$ cat src/inc/dicl_map.vh
/*
 * Constants for the drive input command logic: register offsets, field
 * positions, reset values, alarm codes and mains frequencies.
 * Assumes a 100 MHz drive clock and an 8-bit register address space.
 */
`ifndef DICL_MAP_VH
`define DICL_MAP_VH

// register offsets (byte addresses, one word each)
`define DICL_REG_CFG        8'h00
`define DICL_REG_POLARITY   8'h04
`define DICL_REG_SRC_ONE    8'h08
`define DICL_REG_SRC_TWO    8'h0C
`define DICL_REG_STATUS     8'h10
`define DICL_REG_ALARM_CODE 8'h14
`define DICL_REG_PRESET_0   8'h40

// configuration register fields
`define DICL_CFG_RAMP_ASSIGNED  0
`define DICL_CFG_HOLD_ASSIGNED  1
`define DICL_CFG_SRC_ASSIGNED   2
`define DICL_CFG_MAINS50        3
`define DICL_CFG_MAINS60        4
`define DICL_CFG_RESET          5'h00

// terminal bit positions in the polarity mask and status
`define DICL_T_SEL0    0
`define DICL_T_SEL1    1
`define DICL_T_SEL2    2
`define DICL_T_SEL3    3
`define DICL_T_RAMP    4
`define DICL_T_HOLD    5
`define DICL_T_FWD     6
`define DICL_T_REV     7
`define DICL_T_COAST   8
`define DICL_T_RST     9
`define DICL_T_TRIP    10
`define DICL_T_SRC     11
`define DICL_T_DCB     12
`define DICL_T_MAINS   13
`define DICL_N_TERM    14
// external trip is active when the terminal is open
`define DICL_POLARITY_RESET 14'h0400

// alarm codes: none, and the code shown for the external trip
`define DICL_ALARM_NONE     8'h00
`define DICL_ALARM_EXT_TRIP 8'h02

// mains frequencies in 0.01 Hz units
`define DICL_FREQ_50HZ 16'h1388
`define DICL_FREQ_60HZ 16'h1770

`endif

$ cat src/design/dicl_top.v
/*
 * Drive input command logic: synchronises the programmable terminals,
 * decodes preset speed, ramp set, run latching, coast, alarm reset,
 * external trip, frequency source, DC brake and mains handover.
 * Assumes a single 100 MHz clock, terminals asynchronous to it, and a
 * simple register port with read data one cycle after the read strobe.
 */
// The address map and the plain strobed port were left to the implementer.
// Operation
// RQ1: four select bits form binary code picking stored presets 1 to 15.
// RQ2: code zero uses the active ordinary frequency source reference.
// RQ3: ramp select off gives time set 1, on gives set 2.
// RQ4: unassigned ramp select always gives time set 1.
// RQ5: hold active latches first forward or reverse edge, kept after release.
// RQ6: latched run clears as soon as hold goes inactive.
// RQ7: unassigned hold means run only while forward or reverse held.
// RQ8: coast input disables output at once without raising an alarm.
// RQ9: reset on clears alarm output; reset off clears display and hold.
// RQ10: outside party holds reset at least 10 ms, otherwise inactive.
// RQ11: trip input inactive disables output, shows trip code, asserts alarm.
// RQ12: trip stays latched until alarm reset even if input returns.
// RQ13: source select off uses source 1, on uses source 2.
// RQ14: unassigned source select always uses source 1.
// RQ15: DC brake input active keeps braking on, ignoring configured duration.
// RQ16: DC brake input starts braking even while stopped.
// RQ17: mains handover active at run start starts at 50 or 60 Hz.
// RQ18: configuring party never assigns both mains handover frequencies together.
// RQ19: outside sequence raises handover over 0.1 s before run.
// RQ20: outside sequence overlaps handover and run over 0.2 s.
// RQ21: alarm or coast during handover keeps off, then ordinary start frequency.
// RQ22: with power loss restart enabled, outside keeps coast on on mains.
// RQ23: closed terminal means active unless negative logic is configured.
// RQ24: every terminal is synchronised before decoding.
`timescale 1ns/1ps
`include "dicl_map.vh"
`default_nettype none

module dicl_top #(
  parameter FREQ_W = 16
) (
  // clock and reset
  input  wire              CLK,
  input  wire              RESET_N,
  // terminals, high when closed to the common
  input  wire              PRESET_SEL_BIT0,
  input  wire              PRESET_SEL_BIT1,
  input  wire              PRESET_SEL_BIT2,
  input  wire              PRESET_SEL_BIT3,
  input  wire              RAMP_SET_SELECT,
  input  wire              RUN_LATCH_ENABLE,
  input  wire              RUN_FORWARD_CMD,
  input  wire              RUN_REVERSE_CMD,
  input  wire              COAST_STOP_CMD,
  input  wire              ALARM_RESET_CMD,
  input  wire              EXTERNAL_TRIP_INPUT,
  input  wire              FREQ_SOURCE_SELECT,
  input  wire              DC_BRAKE_REQUEST,
  input  wire              MAINS_HANDOVER,
  // register port
  input  wire [7:0]        REG_ADDR,
  input  wire [31:0]       REG_WDATA,
  input  wire              REG_WR,
  input  wire              REG_RD,
  output reg  [31:0]       REG_RDATA,
  // drive commands
  output reg               RUN_FWD,
  output reg               RUN_REV,
  output reg               OUTPUT_ENABLE,
  output reg               RAMP_SET_TWO,
  output reg  [FREQ_W-1:0] FREQ_REF,
  output reg               DC_BRAKE_ON,
  output reg               MAINS_START,
  output reg               ALARM_OUTPUT,
  output reg  [7:0]        ALARM_CODE
);

  localparam NT = `DICL_N_TERM;
  // synchronisers leave reset at each terminal's idle level, so the open
  // fail-safe trip contact is not read as a trip before the pins arrive
  localparam [NT-1:0] SYNC_IDLE = `DICL_POLARITY_RESET;

  reg  [NT-1:0]     sync1;
  reg  [NT-1:0]     sync2;
  reg  [NT-1:0]     act_q;
  reg  [NT-1:0]     polarity;
  reg  [4:0]        cfg;
  reg  [FREQ_W-1:0] src_one;
  reg  [FREQ_W-1:0] src_two;
  reg  [FREQ_W-1:0] preset [1:15];
  reg               run_held_fwd;
  reg               run_held_rev;
  reg               trip_latched;
  reg               alarm_hold;
  reg               handover_blocked;
  reg               running_q;
  reg  [FREQ_W-1:0] next_freq;
  reg  [FREQ_W-1:0] next_freq_ref;
  reg               next_mains_start;
  reg  [31:0]       next_rdata;
  wire [NT-1:0]     pins;
  wire [NT-1:0]     act;
  wire [3:0]        sel_code;
  wire              run_forward_cmd;
  wire              run_reverse_cmd;
  wire              hold;
  wire              coast;
  wire              rst;
  wire              trip;
  wire              mains;
  wire              fwd_rise;
  wire              rev_rise;
  wire              rst_fall;
  wire              alarm_any;
  wire              run_f;
  wire              run_r;
  wire              run_req;
  wire              run_go;
  wire              run_start;
  wire              src_sel;
  wire [FREQ_W-1:0] ordinary;
  wire [FREQ_W-1:0] mains_freq;
  wire [3:0]        pidx;
  wire              preset_hit;
  genvar            g;
  integer           i;

  assign pins = {MAINS_HANDOVER, DC_BRAKE_REQUEST, FREQ_SOURCE_SELECT,
                 EXTERNAL_TRIP_INPUT, ALARM_RESET_CMD, COAST_STOP_CMD,
                 RUN_REVERSE_CMD, RUN_FORWARD_CMD, RUN_LATCH_ENABLE,
                 RAMP_SET_SELECT, PRESET_SEL_BIT3, PRESET_SEL_BIT2,
                 PRESET_SEL_BIT1, PRESET_SEL_BIT0};

  // two flops per terminal, then polarity; only the second flop is decoded
  generate
    for (g = 0; g < NT; g = g + 1) begin : g_term
      always @(posedge CLK) begin
        if (!RESET_N) begin
          sync1[g] <= SYNC_IDLE[g];
          sync2[g] <= SYNC_IDLE[g];
        end else begin
          sync1[g] <= pins[g];  // RQ24
          sync2[g] <= sync1[g];
        end
      end
      assign act[g] = sync2[g] ^ polarity[g];  // RQ23
    end
  endgenerate

  assign sel_code  = act[`DICL_T_SEL3:`DICL_T_SEL0];
  assign run_forward_cmd       = act[`DICL_T_FWD];
  assign run_reverse_cmd       = act[`DICL_T_REV];
  assign hold      = act[`DICL_T_HOLD] & cfg[`DICL_CFG_HOLD_ASSIGNED];
  assign coast     = act[`DICL_T_COAST];
  assign rst       = act[`DICL_T_RST];
  assign trip      = act[`DICL_T_TRIP];
  assign mains     = act[`DICL_T_MAINS] &
                     (cfg[`DICL_CFG_MAINS50] | cfg[`DICL_CFG_MAINS60]);
  assign fwd_rise  = run_forward_cmd & ~act_q[`DICL_T_FWD];
  assign rev_rise  = run_reverse_cmd & ~act_q[`DICL_T_REV];
  assign rst_fall  = ~rst & act_q[`DICL_T_RST];
  assign alarm_any = trip_latched | alarm_hold;

  // run request: latched in three-wire mode, level in two-wire mode
  assign run_f     = hold ? run_held_fwd : run_forward_cmd;  // RQ7
  assign run_r     = hold ? run_held_rev : run_reverse_cmd;  // RQ7
  assign run_req   = run_f | run_r;
  assign run_go    = run_req & ~coast & ~alarm_any;
  assign run_start = run_go & ~running_q;

  always @(posedge CLK) begin
    if (!RESET_N) begin
      act_q        <= {NT{1'b0}};
      run_held_fwd <= 1'b0;
      run_held_rev <= 1'b0;
      running_q    <= 1'b0;
    end else begin
      act_q     <= act;
      running_q <= run_go;
      if (!hold) begin
        run_held_fwd <= 1'b0;  // RQ6
        run_held_rev <= 1'b0;  // RQ6
      end else if (!run_held_fwd && !run_held_rev) begin
        // only the first edge is kept; the other direction is ignored
        run_held_fwd <= fwd_rise;  // RQ5
        run_held_rev <= rev_rise & ~fwd_rise;  // RQ5
      end
    end
  end

  // trip latch and alarm hold; a new trip wins over a reset in the same cycle
  always @(posedge CLK) begin
    if (!RESET_N) begin
      trip_latched <= 1'b0;
      alarm_hold   <= 1'b0;
      ALARM_OUTPUT <= 1'b0;
      ALARM_CODE   <= `DICL_ALARM_NONE;
    end else begin
      if (trip) begin
        trip_latched <= 1'b1;  // RQ11
        alarm_hold   <= 1'b1;  // RQ12
        ALARM_OUTPUT <= 1'b1;  // RQ11
        ALARM_CODE   <= `DICL_ALARM_EXT_TRIP;  // RQ11
      end else begin
        if (rst) begin
          ALARM_OUTPUT <= 1'b0;  // RQ9
          trip_latched <= 1'b0;  // RQ12
        end
        if (rst_fall) begin
          alarm_hold <= 1'b0;  // RQ9
          ALARM_CODE <= `DICL_ALARM_NONE;  // RQ9
        end
      end
    end
  end

  // handover start: blocked if an alarm or coast is seen while handing over
  always @(posedge CLK) begin
    if (!RESET_N) begin
      handover_blocked <= 1'b0;
    end else if (!mains) begin
      handover_blocked <= 1'b0;
    end else if (coast || alarm_any) begin
      handover_blocked <= 1'b1;  // RQ21
    end
  end

  // source choice before the preset override
  assign src_sel    = act[`DICL_T_SRC] & cfg[`DICL_CFG_SRC_ASSIGNED];  // RQ14
  assign ordinary   = src_sel ? src_two : src_one;  // RQ13
  // sixty wins if both are set; assigning both is the user's error
  assign mains_freq = cfg[`DICL_CFG_MAINS60] ? `DICL_FREQ_60HZ : `DICL_FREQ_50HZ;

  always @* begin
    if (sel_code == 4'h0)
      next_freq = ordinary;  // RQ2
    else
      next_freq = preset[sel_code];  // RQ1
  end

  // a handover start pins the reference at mains frequency until the run ends
  always @* begin
    next_mains_start = MAINS_START;
    next_freq_ref    = FREQ_REF;
    if (run_start) begin
      next_mains_start = mains & ~handover_blocked;  // RQ17 RQ21
    end else if (!run_go) begin
      next_mains_start = 1'b0;
    end
    if (run_start && mains && !handover_blocked) begin
      next_freq_ref = mains_freq;  // RQ17
    end else if (!(MAINS_START && run_go)) begin
      next_freq_ref = next_freq;
    end
  end

  always @(posedge CLK) begin
    if (!RESET_N) begin
      RUN_FWD       <= 1'b0;
      RUN_REV       <= 1'b0;
      OUTPUT_ENABLE <= 1'b0;
      RAMP_SET_TWO  <= 1'b0;
      FREQ_REF      <= {FREQ_W{1'b0}};
      DC_BRAKE_ON   <= 1'b0;
      MAINS_START   <= 1'b0;
    end else begin
      RUN_FWD <= run_go & run_f;
      RUN_REV <= run_go & run_r & ~run_f;
      // coast and trip cut the output with no ramp
      OUTPUT_ENABLE <= ~coast & ~trip & ~alarm_any;  // RQ8
      RAMP_SET_TWO  <= act[`DICL_T_RAMP] & cfg[`DICL_CFG_RAMP_ASSIGNED];  // RQ3 RQ4
      // level drive, no duration timer, works while stopped
      DC_BRAKE_ON <= act[`DICL_T_DCB];  // RQ15 RQ16
      MAINS_START   <= next_mains_start;
      FREQ_REF      <= next_freq_ref;
    end
  end

  // register port; preset index zero is left unmapped
  assign pidx       = REG_ADDR[5:2];
  assign preset_hit = (REG_ADDR[7:6] == 2'b01) && (REG_ADDR[1:0] == 2'b00) &&
                      (pidx != 4'h0);

  always @(posedge CLK) begin
    if (!RESET_N) begin
      cfg      <= `DICL_CFG_RESET;
      polarity <= `DICL_POLARITY_RESET;
      src_one  <= {FREQ_W{1'b0}};
      src_two  <= {FREQ_W{1'b0}};
      for (i = 1; i <= 15; i = i + 1)
        preset[i] <= {FREQ_W{1'b0}};
    end else if (REG_WR) begin
      case (REG_ADDR)
        `DICL_REG_CFG:      cfg      <= REG_WDATA[4:0];
        `DICL_REG_POLARITY: polarity <= REG_WDATA[NT-1:0];
        `DICL_REG_SRC_ONE:  src_one  <= REG_WDATA[FREQ_W-1:0];
        `DICL_REG_SRC_TWO:  src_two  <= REG_WDATA[FREQ_W-1:0];
        default: begin
          if (preset_hit)
            preset[pidx] <= REG_WDATA[FREQ_W-1:0];
        end
      endcase
    end
  end

  // read data stand only in the cycle after the strobe, zero otherwise
  always @* begin
    next_rdata = 32'h0000_0000;
    if (REG_RD) begin
      case (REG_ADDR)
        `DICL_REG_CFG:        next_rdata = {27'h000_0000, cfg};
        `DICL_REG_POLARITY:   next_rdata = {18'h0_0000, polarity};
        `DICL_REG_SRC_ONE:    next_rdata = {{(32-FREQ_W){1'b0}}, src_one};
        `DICL_REG_SRC_TWO:    next_rdata = {{(32-FREQ_W){1'b0}}, src_two};
        `DICL_REG_STATUS:     next_rdata = {12'h000, trip_latched, alarm_hold,
                                            handover_blocked, run_held_fwd,
                                            run_held_rev, running_q, act};
        `DICL_REG_ALARM_CODE: next_rdata = {24'h00_0000, ALARM_CODE};
        default: begin
          if (preset_hit)
            next_rdata = {{(32-FREQ_W){1'b0}}, preset[pidx]};
        end
      endcase
    end
  end

  always @(posedge CLK) begin
    if (!RESET_N) begin
      REG_RDATA <= 32'h0000_0000;
    end else begin
      REG_RDATA <= next_rdata;
    end
  end

endmodule // dicl_top

`default_nettype wire

$ cat config.mk
export PLATFORM = sky130hd
export DESIGN_NAME = dicl_top
export DESIGN_NICKNAME = d
export VERILOG_FILES = /design/src/design/dicl_top.v
export VERILOG_INCLUDE_DIRS = /design/src /design/src/inc
export SDC_FILE = /design/constraint.sdc
export NUM_CORES = 1
export LEC_CHECK = 0
export ABC_AREA = 1
export BUFFER_PORTS_ARGS = -buffer_cell sky130_fd_sc_hd__buf_4
export CORE_ASPECT_RATIO = 1.5
export CORE_UTILIZATION = 28
export CTS_BUF_LIST = sky130_fd_sc_hd__clkbuf_4 sky130_fd_sc_hd__clkbuf_8
export CTS_CLUSTER_SIZE = 24
export DETAILED_ROUTE_END_ITERATION = 8
export PLACE_DENSITY = 0.42
export SETUP_SLACK_MARGIN = 0.1
export SLEW_MARGIN = 5
export SYNTH_ARGS = -nofsm -noshare
export SYNTH_HDL_FRONTEND = slang
export SYNTH_SLANG_ARGS = --single-unit
$ cat constraint.sdc
create_clock -name CLK -period 3.1 [get_ports CLK]
set_clock_uncertainty 0.2 [all_clocks]
set_input_delay 0.775 -clock CLK [delete_from_list [all_inputs] [get_ports CLK]]
set_output_delay 0.775 -clock CLK [all_outputs]
set_load 0.005 [all_outputs]
==> metrics.md <==
| Metric | Value |
|---|---|
| Status | complete, no violations |
| Total GRT Usage | approximately 20% |
| Simple-gate share of the synthesized area | 23.4% |
| Adder-cell share of the synthesized area | 0% |
| Top layer in use | met4 |
| Layout Area Growth over Synthesis | 18.5% |
| Reg-to-reg setup timing slack | 510 ps |
| CP arrival | ~2900 ps |
| Final core utilization | roughly a third |
| Req. time, crit path | 3430 ps |
| Most used DFF post-synth | edfxtp_1 |
| Initial DRC Count | roughly 1.3k |
| RSZ-0062 raised after global routing | false |
| Worst-Margin Slew | between 1000 and 1500 ps |
| Antenna viol nets, final | 0 |
| Initial core utilization | between 20% and 30% |
| CTS Hold Bufs | 0 |
| Max Fclk | between 300 and 400 MHz |
| # clock sinks | 386 |
| DIE HEIGHT | around 320 microns |
| Vias in the first global route | between 15k and 20k |
| Final worst path period need | between 2000 and 3000 ps |
| Hold depth | 2 |
| P_leak | a little over 9 nW |
| GRT overflow | 0 |
| Syn Inst Count | approximately 2.2k |
| Reg2reg end | FREQ_REF[13]$_SDFFE_PN0P_ |
| First-pass GRT wire length | between 90 and 100 mm |
| Multi-input logic area | 0.00697 sq mm |
| Final Cycle Share | 83.4% |
| Post-synthesis mux area share | 0% |
| Area leader, netlist | edfxtp_1 |
| HP Class | input port to register |
| Drt first pass iters | 5 |
| Slew HR | between 30 and 40% |
| Number of port buffers | 85 |
| Post-synth cell types | 35 |
| IO Pins | 121 |
| Final WL | 67.0 mm |
| Vias per std cell | approximately 4.9 |
| Die footprint | between 0.06 and 0.07 sq mm |
| Worst Path Max Fanout | 16 |
| CTS clk-pin slew, worst paths | roughly 70 ps |
| Max-slew violations | 0 |
| Met1 WL | around 26 mm |
| R2R Path Start | polarity[3]$_SDFFE_PN0P_ |
| Peak VDD IR | slightly below 300 uV |
| Synth Register Bits | ~390 |
| Synth top area cells | edfxtp_1 (41%), dfxtp_1 (14%), nand2_1 (9.9%) |
| WS Path Type | register to register |
| Std-Cell Rows | ~120 |
| Share of the synthesized area in the top cell type | 41.0% |
| Seq/Total Area, Yosys | 54.9% |
| Post-Synth XOR/XNOR Area | less than 1% |
| Setup-failing EPs final | 0 |
| Clock Tree Buf Depth | 3 |
| Setup bufs post-CTS | 0 |
| Post-DP HPWL | between 40 and 50 mm |
| EDFF count, synth | 256 |
| DRC violations left | 0 |
| Worst hold endpoint | sync1[10]$_SDFF_PN1_ |
| Die width | between 200 and 250 microns |
| Post-CTS Resized | 0 |
| Met3 WL | 3.51 mm |
| Hold path start | EXTERNAL_TRIP_INPUT |
| Routed length on met2 | 35.2 mm |
| Synth Area in Compound Gates | ~12% |
| DR vias | about 16k |
| Ys async rst share | 0% |
| Main combinational cell family by area after synthesis | simple AND/OR/NAND/NOR gates |
| Htree depth | 2 |
| TritonCTS clock tree | done |
| Core area | approximately 0.066 sq mm |
| Gpl congestion | 0.883 |
| Average size of a mapped cell | around 8.4 sq um |
| Largest net degree at the start of global routing | slightly below 90 |
| Ratio of cells with drive above 1 in the final layout | a little over an eighth |
| DR WL/cell | ~20 microns |
| CTS buffer count | 59 |
| Seq. cell area | approximately 0.010 sq mm |
| Mapped cell area | around 0.019 sq mm |
| Number of max-cap violations | 0 |
| Synth Warn # | 0 |
| Final setup TNS | 0 ps |
| NumNets Final | between 2k and 2.5k |
| CTS Root Cell | clkbuf_8 |
| Number of fill cells | approximately 7k |
| Cells on worst reg2reg path | 11 |
| Power per standard cell area | approximately 520 mW/mm^2 |
| Final Hold Fails | 0 |
| Worst-skew pair later-pin latency | 680 ps |
| Crit path launch type | register |
| Initial antenna violation count | 2 |
| Worst Setup End Kind | register |
## cell usage in the layout (no fill, tap or decap), drive strengths merged
cell type and count:
nand2 510, o221ai 5, nand3 206, xnor2 9
a211oi 21, a22oi 62, o21ai 115, conb 35
nor3b 3, or2 3, nand4 14, clkinv 54
inv 217, a21oi 95, clkbuf 74, diode 1
nor2 311, o22ai 54, buf 194, nor3 8
o211ai 33, bufinv 4, a221oi 2, xor2 1
dfxtp 130, clkinvlp 1, edfxtp 256
## kinds of logic (layout without fill, tap and decap cells)
group | Yosys count | count (layout)
flip-flops | 386 | 386
AND/OR/NAND/NOR | 1055 | 1055
XOR/XNOR | 10 | 10
AO/OA/AOI/OAI | 387 | 387
other | 1 | 36
buffers and inverters | 399 | 544
## Yosys cell counts (33+ instances only)
library cell	instances
a21oi_1	95
a22oi_1	62
buf_2	39
clkbuf_1	90
dfxtp_1	130
edfxtp_1	256
inv_1	210
nand2_1	497
nand3_1	206
nor2_1	301
o211ai_1	33
o21ai_0	112
o22ai_1	54
## report_power, final
| part | total [mW] | leakage [nW] | internal (mW) | switching [mW] |
|---|---|---|---|---|
| clock | 4.56 | 0.658 | 2.38 | 2.18 |
| combinational | 1.21 | 5.18 | 0.393 | 0.821 |
| sequential | 5.81 | 3.49 | 5.70 | 0.116 |
| total | 11.6 | 9.33 | 8.47 | 3.12 |
## worst max path at each step
stage	startpoint	to	slack, ps	cells after the start
floorplan	REG_ADDR[0]	preset[6][0]$_SDFFCE_PN0P_	200	10
CTS	polarity[3]$_SDFFE_PN0P_	FREQ_REF[13]$_SDFFE_PN0P_	520	11
finish	polarity[3]$_SDFFE_PN0P_	FREQ_REF[13]$_SDFFE_PN0P_	510	11
global placement	REG_ADDR[0]	preset[1][11]$_SDFFCE_PN0P_	180	11
global route	polarity[3]$_SDFFE_PN0P_	FREQ_REF[13]$_SDFFE_PN0P_	360	11
detailed placement	REG_ADDR[0]	preset[1][11]$_SDFFCE_PN0P_	160	11
## area by class of cell
type                       count  area share [%]
clock buffer                  74            4.33
sequential                   386            46.3
antenna                        1          0.0113
tap                          877            4.93
timing repair buffer         194            7.84
multi-input combinational   1487            31.3
inverter                     238            4.02
clock inverter                38            1.24
## worst max-delay path, stage by stage, from the launching register on
cell and delay [ps]:
dfxtp_1 350, xnor2_2 310, clkinv_1 430, nor2_2 250
buf_4 280, nand2_1 80, nand2_1 100, inv_1 50
nand2_1 100, nand2_1 70, nand2_1 130, a21oi_1 80
## layer usage
layer	global-route usage, %	up-vias
met5	0	-
met3	2.62	135
met1	22.4	7631
li1	-	7702
met2	36.1	565
met4	8.14	0
## stage by stage
step           power [mW]  worst slack [ps]  hold slack, ps  std cells  cell area, sq um
2_1_floorplan        6.57               198             190       2272             18900
3_3_place_gp         7.12               182             198       3182             21000
3_5_place_dp         7.13               161             203       3182             21000
4_1_cts              11.7               520            29.4       3294             22200
5_1_grt              12.0               361            47.7       3295             22200
6_report             11.6               513            80.3       3295             22200
## state kept, by name, summed over array words and instances (netlist names), 3 cells and up
signal / cells
REG_RDATA: 20
act_q: 3
src_one: 16
sync1: 14
FREQ_REF: 16
sync2: 14
preset: 256
src_two: 16
polarity: 14
cfg: 5
No activity file was read; power rests on OpenSTA's default activity.
